[config.mk]
export PLATFORM = sky130hd
export DESIGN_NAME = cpu_move_return_config_ops
export DESIGN_NICKNAME = d
export VERILOG_FILES = /design/src/core/cpu_ops_pkg.sv /design/src/core/cpu_move_return_config_ops.sv /design/src/core/op_decode.sv
export SDC_FILE = /design/constraint.sdc
export NUM_CORES = 1
export LEC_CHECK = 0
export BUFFER_PORTS_ARGS = -buffer_cell sky130_fd_sc_hd__buf_4
export CORE_UTILIZATION = 30
export DETAILED_ROUTE_END_ITERATION = 8
export GPL_TIMING_DRIVEN = 0
export PLACE_DENSITY = 0.66
export SLEW_MARGIN = 30
export SYNTH_ARGS = -nofsm -noshare
export SYNTH_HDL_FRONTEND = slang
export SYNTH_SLANG_ARGS = --single-unit
[constraint.sdc]
create_clock -name clk_i -period 2.1 [get_ports clk_i]
set_input_delay 0 -clock clk_i [delete_from_list [all_inputs] [get_ports clk_i]]
set_output_delay 0 -clock clk_i [all_outputs]
set_load 0.01 [all_outputs]
[src/core/cpu_ops_pkg.sv]
// Purpose: shared constants and types for the move/return/config decoder
// Assumes: 14-bit instruction words, 8-bit data path, 7-bit file address
// Notes: return and config load are full-word patterns; move masks its address, no-op its middle bits
package cpu_ops_pkg;
   localparam int INSN_W = 14;
   localparam int DATA_W = 8;
   localparam int FADDR_W = 7;
   localparam int PC_W = 13;
   // ==========================================================
   // opcode patterns
   localparam logic [13:0] OP_MOVE_ACC_MASK = 14'h3F80;
   localparam logic [13:0] OP_MOVE_ACC_VAL = 14'h0080;
   localparam logic [13:0] OP_IDLE_MASK = 14'h3F9F;
   localparam logic [13:0] OP_IDLE_VAL = 14'h0000;
   localparam logic [13:0] OP_RETURN_IRQ = 14'h0009;
   localparam logic [13:0] OP_CFG_LOAD = 14'h0062;
   // ==========================================================
   // file map and fields
   localparam logic [6:0] FADDR_CFG = 7'h01;
   localparam logic [6:0] FADDR_IRQ_CTRL = 7'h0B;
   localparam int IRQ_ENABLE_BIT = 7;
   localparam logic [7:0] CFG_RESET = 8'hFF;
   localparam logic [7:0] IRQ_CTRL_RESET = 8'h00;
   localparam logic [12:0] PC_RESET = 13'h0000;
   localparam logic [1:0] RETURN_CYCLES = 2'h2;

   typedef struct packed {
      logic en;
      logic [6:0] addr;
      logic [7:0] data;
   } file_wr_t;
endpackage

[src/core/cpu_move_return_config_ops.sv]
// Purpose: executes move-to-file, no-op, interrupt return, config load
// Assumes: program memory answers the fetch address in the same cycle
// Notes: stack, ALU and full file map belong to neighbouring units
// What this block does
// - a move copies the accumulator to its file in one cycle, flags kept.
// - an interrupt return pops the stack into the pc, flags untouched.
// - an interrupt return sets the global enable, bit 7 of irq control.
// - an interrupt return lasts two cycles while being a single word.
// - the legacy load copies the accumulator to the config reg in one cycle.
// - the config register is also read and written by its file address.
`timescale 1ns/1ps
`default_nettype none
module cpu_move_return_config_ops
   import cpu_ops_pkg::*;
(
   input wire logic clk_i,
   input wire logic arst_n_i,
   input wire logic [13:0] insn_i,
   input wire logic [7:0] acc_i,
   input wire logic [12:0] stack_top_i,
   input wire logic [6:0] file_rd_addr_i,
   input wire logic file_wr_en_i,
   input wire logic [6:0] file_wr_addr_i,
   input wire logic [7:0] file_wr_data_i,
   output logic [12:0] pc_o,
   output logic stack_pop_o,
   output var file_wr_t file_wr_o,
   output logic [7:0] cfg_reg_o,
   output logic [7:0] irq_control_reg_o,
   output logic global_irq_enable_o,
   output logic [7:0] file_rd_data_o,
   output logic unknown_op_o
);
   // ==========================================================
   // decode and sequencing
   typedef enum logic [1:0] {
      ST_EXEC = 2'b01,
      ST_FLUSH = 2'b10
   } state_t;

   state_t state_q;
   logic move_op, no_operation_op, return_from_interrupt_op, cfg_op;
   logic [12:0] pc_q;
   logic [7:0] cfg_q, irq_q;
   logic pop_q;
   file_wr_t wr_q;
   logic [7:0] rd_q;
   logic unk_q;
   logic exec;

   op_decode u_dec (
      .insn_i(insn_i),
      .is_move_o(move_op),
      .is_idle_o(no_operation_op),
      .is_ret_o(return_from_interrupt_op),
      .is_cfg_o(cfg_op)
   );

   // the fetched word during the flush cycle is discarded
   assign exec = state_q == ST_EXEC;

   always_ff @(posedge clk_i or negedge arst_n_i) begin
      if (!arst_n_i) begin
         state_q <= ST_EXEC;
      end else begin
         case (state_q)
            ST_EXEC: begin
               if (return_from_interrupt_op) begin
                  state_q <= ST_FLUSH;
               end
            end
            ST_FLUSH: state_q <= ST_EXEC;
            default: state_q <= ST_EXEC;
         endcase
      end
   end

   // ==========================================================
   // program counter
   always_ff @(posedge clk_i or negedge arst_n_i) begin
      if (!arst_n_i) begin
         pc_q <= PC_RESET;
         pop_q <= 1'b0;
      end else begin
         pop_q <= exec && return_from_interrupt_op;
         if (exec && return_from_interrupt_op) begin
            pc_q <= stack_top_i;
         end else begin
            pc_q <= pc_q + 13'h0001;
         end
      end
   end

   // ==========================================================
   // file writes from the move opcode, flags never touched here
   always_ff @(posedge clk_i or negedge arst_n_i) begin
      if (!arst_n_i) begin
         wr_q <= '0;
      end else begin
         wr_q.en <= exec && move_op;
         wr_q.addr <= insn_i[6:0];
         wr_q.data <= acc_i;
      end
   end

   // ==========================================================
   // config register: legacy load beats an external write
   always_ff @(posedge clk_i or negedge arst_n_i) begin
      if (!arst_n_i) begin
         cfg_q <= CFG_RESET;
      end else if (exec && cfg_op) begin
         cfg_q <= acc_i;
      end else if (exec && move_op && insn_i[6:0] == FADDR_CFG) begin
         cfg_q <= acc_i;
      end else if (file_wr_en_i && file_wr_addr_i == FADDR_CFG) begin
         cfg_q <= file_wr_data_i;
      end
   end

   // ==========================================================
   // interrupt control: return sets the enable, set wins over writes
   always_ff @(posedge clk_i or negedge arst_n_i) begin
      if (!arst_n_i) begin
         irq_q <= IRQ_CTRL_RESET;
      end else begin
         if (exec && move_op && insn_i[6:0] == FADDR_IRQ_CTRL) begin
            irq_q <= acc_i;
         end else if (file_wr_en_i && file_wr_addr_i == FADDR_IRQ_CTRL) begin
            irq_q <= file_wr_data_i;
         end
         if (exec && return_from_interrupt_op) begin
            irq_q[IRQ_ENABLE_BIT] <= 1'b1;
         end
      end
   end

   // ==========================================================
   // direct read port and illegal-op flag
   always_ff @(posedge clk_i or negedge arst_n_i) begin
      if (!arst_n_i) begin
         rd_q <= 8'h00;
         unk_q <= 1'b0;
      end else begin
         if (file_rd_addr_i == FADDR_CFG) begin
            rd_q <= cfg_q;
         end else if (file_rd_addr_i == FADDR_IRQ_CTRL) begin
            rd_q <= irq_q;
         end else begin
            rd_q <= 8'h00;
         end
         unk_q <= exec && !(move_op || no_operation_op ||
                  return_from_interrupt_op || cfg_op);
      end
   end

   assign pc_o = pc_q;
   assign stack_pop_o = pop_q;
   assign file_wr_o = wr_q;
   assign cfg_reg_o = cfg_q;
   assign irq_control_reg_o = irq_q;
   assign global_irq_enable_o = irq_q[IRQ_ENABLE_BIT];
   assign file_rd_data_o = rd_q;
   assign unknown_op_o = unk_q;

   // ==========================================================
   // checks
   property p_move_write;
      @(posedge clk_i) disable iff (!arst_n_i)
      exec && move_op |=> file_wr_o.en && file_wr_o.data == $past(acc_i)
         && file_wr_o.addr == $past(insn_i[6:0]);
   endproperty
   a_move_write: assert property (p_move_write)
      else $error("move did not write accumulator");

   property p_ret_pc;
      @(posedge clk_i) disable iff (!arst_n_i)
      exec && return_from_interrupt_op |=>
         pc_o == $past(stack_top_i) && stack_pop_o;
   endproperty
   a_ret_pc: assert property (p_ret_pc)
      else $error("return did not load stack top");

   property p_ret_irq_en;
      @(posedge clk_i) disable iff (!arst_n_i)
      exec && return_from_interrupt_op |=> global_irq_enable_o;
   endproperty
   a_ret_irq_en: assert property (p_ret_irq_en)
      else $error("return did not set interrupt enable");

   property p_ret_two;
      @(posedge clk_i) disable iff (!arst_n_i)
      exec && return_from_interrupt_op |=> !exec ##1 exec;
   endproperty
   a_ret_two: assert property (p_ret_two)
      else $error("return not two cycles");

   property p_cfg_load;
      @(posedge clk_i) disable iff (!arst_n_i)
      exec && cfg_op |=> cfg_reg_o == $past(acc_i) && !file_wr_o.en;
   endproperty
   a_cfg_load: assert property (p_cfg_load)
      else $error("config load failed");

   property p_cfg_direct;
      @(posedge clk_i) disable iff (!arst_n_i)
      file_wr_en_i && file_wr_addr_i == FADDR_CFG && !(exec && (cfg_op ||
         move_op)) |=> cfg_reg_o == $past(file_wr_data_i);
   endproperty
   a_cfg_direct: assert property (p_cfg_direct)
      else $error("direct config write lost");

   property p_idle;
      @(posedge clk_i) disable iff (!arst_n_i)
      exec && no_operation_op && !file_wr_en_i |=>
         pc_o == $past(pc_o) + 13'h0001
         && !file_wr_o.en && !stack_pop_o && $stable(cfg_reg_o)
         && $stable(irq_control_reg_o);
   endproperty
   a_idle: assert property (p_idle)
      else $error("no-op changed state");

   property p_pop_single;
      @(posedge clk_i) disable iff (!arst_n_i)
      stack_pop_o |=> !stack_pop_o;
   endproperty
   a_pop_single: assert property (p_pop_single)
      else $error("double stack pop");
endmodule
`default_nettype wire

[src/core/op_decode.sv]
// Purpose: classify one instruction word
// Assumes: word is stable during the decode cycle
// Notes: purely combinational, one class at a time
`timescale 1ns/1ps
`default_nettype none
module op_decode
   import cpu_ops_pkg::*;
(
   input wire logic [13:0] insn_i,
   output logic is_move_o,
   output logic is_idle_o,
   output logic is_ret_o,
   output logic is_cfg_o
);
   assign is_move_o = (insn_i & OP_MOVE_ACC_MASK) == OP_MOVE_ACC_VAL;
   assign is_idle_o = (insn_i & OP_IDLE_MASK) == OP_IDLE_VAL;
   assign is_ret_o = insn_i == OP_RETURN_IRQ;
   assign is_cfg_o = insn_i == OP_CFG_LOAD;
endmodule
`default_nettype wire

==> results of run 1 <==
-- power groups by stage --
stage | Sequential [mW] | Clock (mW) | Combinational, mW
detailed placement | 1.32 | 0 | 0.489
CTS | 1.30 | 1.04 | 0.535
global route | 1.31 | 1.09 | 0.581
floorplan | 1.35 | 0 | 0.159
finish | 1.30 | 1.01 | 0.534
global placement | 1.31 | 0 | 0.480
-- registers in the layout, summed over array words and instances, names as in the netlist --
name	flops
pc_o	13
state_q	2
unknown_op_o	1
stack_pop_o	1
irq_control_reg_o	8
file_wr_o	16
cfg_reg_o	8
file_rd_data_o	8
-- worst max-delay path: stages, from the launching register on --
cell and delay, ns:
dfstp_2 0.53, nor4b_4 0.22, nand2_2 0.12, or4_4 0.60, buf_6 0.18, mux2_2 0.27
-- layout make-up --
cell class	instances	area [µm²]	share of cell area
well taps	105	131	0.0324
inverters	8	30.0	0.00740
flip-flops and latches	57	1440	0.354
clock inverters	3	40.0	0.00986
multi-input cells	114	1070	0.263
plain buffers	4	33.8	0.00832
clock buffers	13	149	0.0367
repair buffers	146	1170	0.288
-- cells by family after synthesis --
family	Yosys count
xor gates and xnor gates	11
adders and majority gates	1
buffers and inverters	14
muxes	43
AOI/OAI and AO/OA	14
and+or+nand+nor	45
DFF	57
-- repair_timing --
action	4_1_cts	5_1_grt
gates resized for setup	2	4
setup buffers	0	1
endpoints found under the hold margin	92	0
setup endpoints to repair	10	23
hold buffers	30	0
pin swaps	1	1
-- placed cells by master, fill, tap and decap left out, drive strengths merged, types with 2 or more instances in the layout --
| cell type | count |
|---|---|
| or4b | 2 |
| mux2 | 42 |
| xnor2 | 4 |
| dfrtp | 48 |
| inv | 8 |
| a22o | 8 |
| dfstp | 9 |
| clkinv | 2 |
| and3 | 2 |
| nand4 | 2 |
| clkbuf | 14 |
| nand2b | 2 |
| nand3 | 7 |
| nor2 | 6 |
| nand2 | 5 |
| nor4 | 4 |
| or4 | 2 |
| buf | 119 |
| nor3b | 2 |
| nor3 | 4 |
| xor2 | 7 |
| dlygate4sd3 | 30 |
| nand3b | 2 |
-- Yosys cell counts, types with 3 or more instances --
cell / number
xor2_1: 7
dfstp_2: 9
mux2_2: 34
nor2_1: 6
nor3_1: 3
nand2_1: 5
mux2_4: 8
nand3_1: 7
inv_1: 8
a22o_1: 8
xnor2_1: 4
nor4_1: 3
dfrtp_1: 48
clkbuf_1: 3
-- how the worst max path moves through the flow --
stage | endpoint | slack, ns | depth (start not counted)
floorplan | pc_o[10] | 0.07 | 6
global placement | pc_o[5] | -0.15 | 6
detailed placement | pc_o[6] | -0.14 | 6
CTS | pc_o[11] | 0.007 | 5
global route | pc_o[11] | -0.01 | 5
finish | pc_o[11] | 0.07 | 5
-- routing by layer --
layer,vias to the layer above,GRT usage,wire (µm)
li1,980,-,-
met1,1038,0.180,2850
met2,68,0.258,3260
met3,7,0.0437,341
met4,0,0.0551,55
met5,-,0,0
-- stage by stage --
| step | util | area (µm²) | hold slack (ns) | TNS (ns) | power [mW] |
|---|---|---|---|---|---|
| floorplan | - | 2550 | -0.296 | 0 | 1.51 |
| global placement | 0.431 | 3540 | 0.109 | -1.13 | 1.79 |
| detailed placement | 0.432 | 3550 | 0.102 | -1.28 | 1.81 |
| CTS | 0.492 | 4040 | 0.0199 | 0 | 2.87 |
| global route | 0.494 | 4060 | 0.0244 | -0.0114 | 2.98 |
| finish | 0.494 | 4060 | 0.0362 | 0 | 2.84 |
==> qor.txt, run 1 <==
NetSw: 722 µW
H-tree levels: 3
reg2reg setup slack: 0.07 ns
top_reg_cell synth: dfrtp_1
vias in the first global route: 2101
Die Span Y: 94.1 µm
Clock Skews: 0.0126 ns
Filler cells: 765
VDD IR max: 0.420 mV
initial antenna violation count: 0
synthesized area per cell: 13.7 µm²
clk_lat worst skew: 0.33 ns
PD cells: 699 nW/µm²
Endpoint, Worst Hold: irq_control_reg_o[2]
worst-margin pin slew: 0.757 ns
DRC viols: 0
critical path type: reg2reg
CTS tree: built
status: complete, no violations
cell count after placement: 405
total wire length: 6510 µm
Hold Path Cell Cnt: 3
Slew Viols, Final: 0
die area: 8850 µm²
clock buffer depth: 2
worst setup path start: state_q[0]
vias per cell: 4.65
Worst setup EP type: flip-flop
mapped cell area: 2540 µm²
sequential fraction of the synthesis area: 0.565
I/O pin total: 116
Avg WL per Cell: 14.5 µm
first-pass GRT wire length: 10100 µm
MaxCap Viol Count: 0
warnings from Yosys: 0
clock share of power: 0.354
critical path peak fanout: 10
Area Growth Syn to Fin: 59.6%
share of cells above drive strength 1: 0.565
Slew HR: 0.493
Pint: 2.12 mW
synthesis-stage register bit count: 57
sw frac: 0.254
Finished Layout Cells: 450
final setup margin: 0.0663 ns
leakage power: 2.01 nW
sequential share of power: 0.458
Max Freq: 492 MHz
length of the first detailed-routing pass in iterations: 4
number of synthesized flops with an enable pin: 0
Die W: 94.1 µm
Total Routing Usage GR: 0.151
Syn Nets: 246
post-synthesis cell count: 185
# clock sinks: 57
Synth Area in Compound Gates: 0.0526
Worst EP required: 2.31 ns
clk root buf: clkbuf_8
FF-to-FF Start: state_q[0]
Startpoint Class: flip-flop
IO buf count: 115
top cells by area, synth: dfrtp_1 47%, mux2_2 15%, dfstp_2 9.3%
Tcrit/Tclk final: 0.968
DRT iter0 DRCs: 44
post-DP HPWL: 4480 µm
main combinational cell family by area after synthesis: multiplexers
post-synthesis mux area share: 0.202
CTS clk-pin slew, worst paths: 0.07 ns
Starting Density: 0.310
dominant cell type by area after synthesis: dfrtp_1
final hold violation count: 0
Std-Cell Rows: 33
Synth Area in XOR/XNOR: 0.0379
Post-DRT Antenna Nets: 0
RR Endpoint: pc_o[11]
Remaining Overflow, GRT: 0
ant diodes: 0
HP Start: file_wr_data_i[2]
CTS buffer count: 9
core area: 8220 µm²
combinational share of power: 0.188
Synth Area in Adders: 0.00492
vias after detailed routing: 2093
simple-gate area share of the yosys netlist: 0.112
path depth of the worst reg2reg path: 5
Async SR Flop Fraction: 1.00
# setup viols final: 0
unrepaired setup endpoints after global routing: true
largest net degree at the start of global routing: 58
RePlAce Congestion: 0.741
fin crit period: 2.03 ns
Final #Nets: 401
pre-CTS WS: -0.143 ns
Netlist cell types: 41
top-area cell type share of the netlist area: 0.472
Hold Crit Class: in2reg
Worst Path Arrival: 2.24 ns
Power figures use the tool's default switching activity.
==> run 2, diff against run 1 <==
- GPL_TIMING_DRIVEN: 0 -> not set
- REMOVE_ABC_BUFFERS: not set -> 1
==> run 2 against run 1 <==
Effect of this change: first-iteration DRC count fell by 14%; clock skew decreased by 0.00073 ns; sequential power barely moved; utilization is 0.17 points higher; sequential cell count is the same; power shrank 4.5%; maximum frequency shrank 0.60%; via count fell by 0.81%; critical path depth rose by 1; non-clock buffer count up 6; sequential share of layout area down 0.12 points; register-to-register slack hardly changed.
==> qor.txt, run 2 (synthesized netlist as in run 1, its figures left out) <==
core area: 8220 µm² (unchanged)
IO buf count: 115 (unchanged)
cell count after placement: 410 (+1.2%)
ant diodes: 0 (unchanged)
leakage power: 2.02 nW (+0.88%)
clk_lat worst skew: 0.33 ns (about the same)
pre-CTS WS: -0.0264 ns (+0.117 ns)
PD cells: 665 nW/µm² (-4.9%)
Slew HR: 0.510 (+0.0176)
worst-margin pin slew: 0.735 ns (-0.0222 ns)
largest net degree at the start of global routing: 58 (unchanged)
Finished Layout Cells: 456 (+1.3%)
die area: 8850 µm² (unchanged)
vias in the first global route: 2078 (-1.1%)
CTS buffer count: 9 (unchanged)
# clock sinks: 57 (unchanged)
Hold Crit Class: in2reg
final setup margin: 0.0541 ns (-0.0122 ns)
slowest CP cell: or4b_2
MaxCap Viol Count: 0 (unchanged)
Total Neg Setup Slack: 0 ns (unchanged)
Startpoint Class: primary input
critical path peak fanout: 8 (-2)
Die W: 94.1 µm (unchanged)
Post-Layout Inst Area: 4070 µm² (+0.34%)
Worst Path Arrival: 2.30 ns (+0.06 ns)
Area Growth Syn to Fin: 60.2%
length of the first detailed-routing pass in iterations: 5 (+1)
status: complete, no violations
share of cells above drive strength 1: 0.570 (+0.00458)
Avg WL per Cell: 14.4 µm (-0.51%)
DRC viols: 0 (unchanged)
CP max stage delay: 0.70 ns (+0.10 ns)
Fin Hold WS: 0.0362 ns (+0.0000227 ns)
Max Freq: 489 MHz (-0.60%)
initial antenna violation count: 0 (unchanged)
Worst setup EP type: flip-flop
post-DP HPWL: 4560 µm (+1.8%)
clk root buf: clkbuf_8
total wire length: 6570 µm (+0.81%)
Remaining Overflow, GRT: 0 (unchanged)
Final #Nets: 407 (+1.5%)
critical-path cell list: dlygate4sd3_1 -> buf_4 -> or4b_2 -> a2111oi_4 -> buf_12 -> mux2_2
critical path type: in2reg
fin util: 0.496 (+0.00167)
Starting Density: 0.310 (unchanged)
final hold violation count: 0 (unchanged)
Post-DRT Antenna Nets: 0 (unchanged)
clock buffer depth: 2 (unchanged)
Top Family by Delay on Critical Path: buffers and inverters
vias after detailed routing: 2076 (-0.81%)
Slew Viols, Final: 0 (unchanged)
I/O pin total: 116 (unchanged)
Std-Cell Rows: 33 (unchanged)
CTS tree: built
vias per cell: 4.55 (-2.1%)
Design Power: 2.71 mW (-4.5%)
WP buf/inv: 3 (+2)
RePlAce Congestion: 0.718 (-3.0%)
Die Span Y: 94.1 µm (unchanged)
max reg flops: 16 (unchanged)
Post-DP Area: 3600 µm² (+1.4%)
most frequent cells in the layout: 125 x buf_4, 48 x dfrtp_1, 34 x mux2_2, 30 x dlygate4sd3_1, 10 x clkbuf_8
most common cell after layout, fill and taps aside: buf_4
Tcrit/Tclk final: 0.974 (+0.00582)
VDD IR max: 0.342 mV (-19%)
fin crit period: 2.05 ns (+0.0122 ns)
first-pass GRT wire length: 10300 µm (+1.6%)
DRT iter0 DRCs: 38 (-14%)
Worst EP required: 2.35 ns (+0.04 ns)
H-tree levels: 3 (unchanged)
Clock Skews: 0.0119 ns (-0.000730 ns)
# setup viols final: 0 (unchanged)
CTS clk-pin slew, worst paths: 0.06 ns (about the same)
Total Routing Usage GR: 0.155 (+0.00333)
-- run 2: cell count changes in the layout (fill, tap and decap cells not counted), moves of 2 or more --
cell / before / now
clkbuf_1: 4 / 2
buf_4: 117 / 125
buf_6: 2 / 0
clkinv_2: 2 / 4
-- run 2: worst reg2reg max path, cell delays in order (launching register included) --
cell,delay (ns)
dfstp_2,0.54
nor4b_2,0.25
nand2_1,0.12
or4_4,0.54
buf_4,0.18
mux2_2,0.27
-- run 2: cell type report --
| cell class | count | area, µm² |
|---|---|---|
| well taps | 105 | 131 |
| repair buffers | 156 | 1260 |
| fillers | 753 | 4140 |
| inverters | 8 | 30.0 |
| clock inverters | 4 | 20.0 |
| flip-flops and latches | 57 | 1440 |
| clock buffers | 12 | 145 |
| multi-input cells | 114 | 1050 |
-- run 2: worst paths after layout --
check | slack [ns] | startpoint | end | cells after the start
worst min-delay path | 0.04 | file_wr_data_i[4] | cfg_reg_o[4] | 3
worst max-delay path | 0.05 | insn_i[0] | cfg_reg_o[1] | 6
max in group asynchronous | 1.33 | arst_n_i | pc_o[8] | 2
worst min register to register | 0.48 | state_q[1] | unknown_op_o | 1
min in group asynchronous | 0.26 | arst_n_i | file_wr_o[8] | 2
worst max register to register | 0.07 | state_q[0] | pc_o[2] | 5
-- run 2: per-layer routing --
metal,GRT usage,part of all wire,up-vias,routed length [µm]
met5,0,0,-,0
met3,0.0534,0.049,13,322
met1,0.190,0.42,1004,2770
li1,-,-,993,-
met4,0.0564,0.017,0,110
met2,0.250,0.51,66,3360
-- run 2: what timing repair did --
action / CTS / global route
hold buffers: 30 / 0
endpoints found under the setup margin: 12 / 21
buffers inserted: 0 / 0
gates resized for setup: 1 / 1
endpoints found under the hold margin: 92 / 0
pin swaps: 0 / 1
-- run 2: power by group --
part	leakage [nW]	switching, mW	internal, mW
logic	1.23	0.195	0.335
registers	0.708	0.101	1.20
clock network	0.0899	0.426	0.453
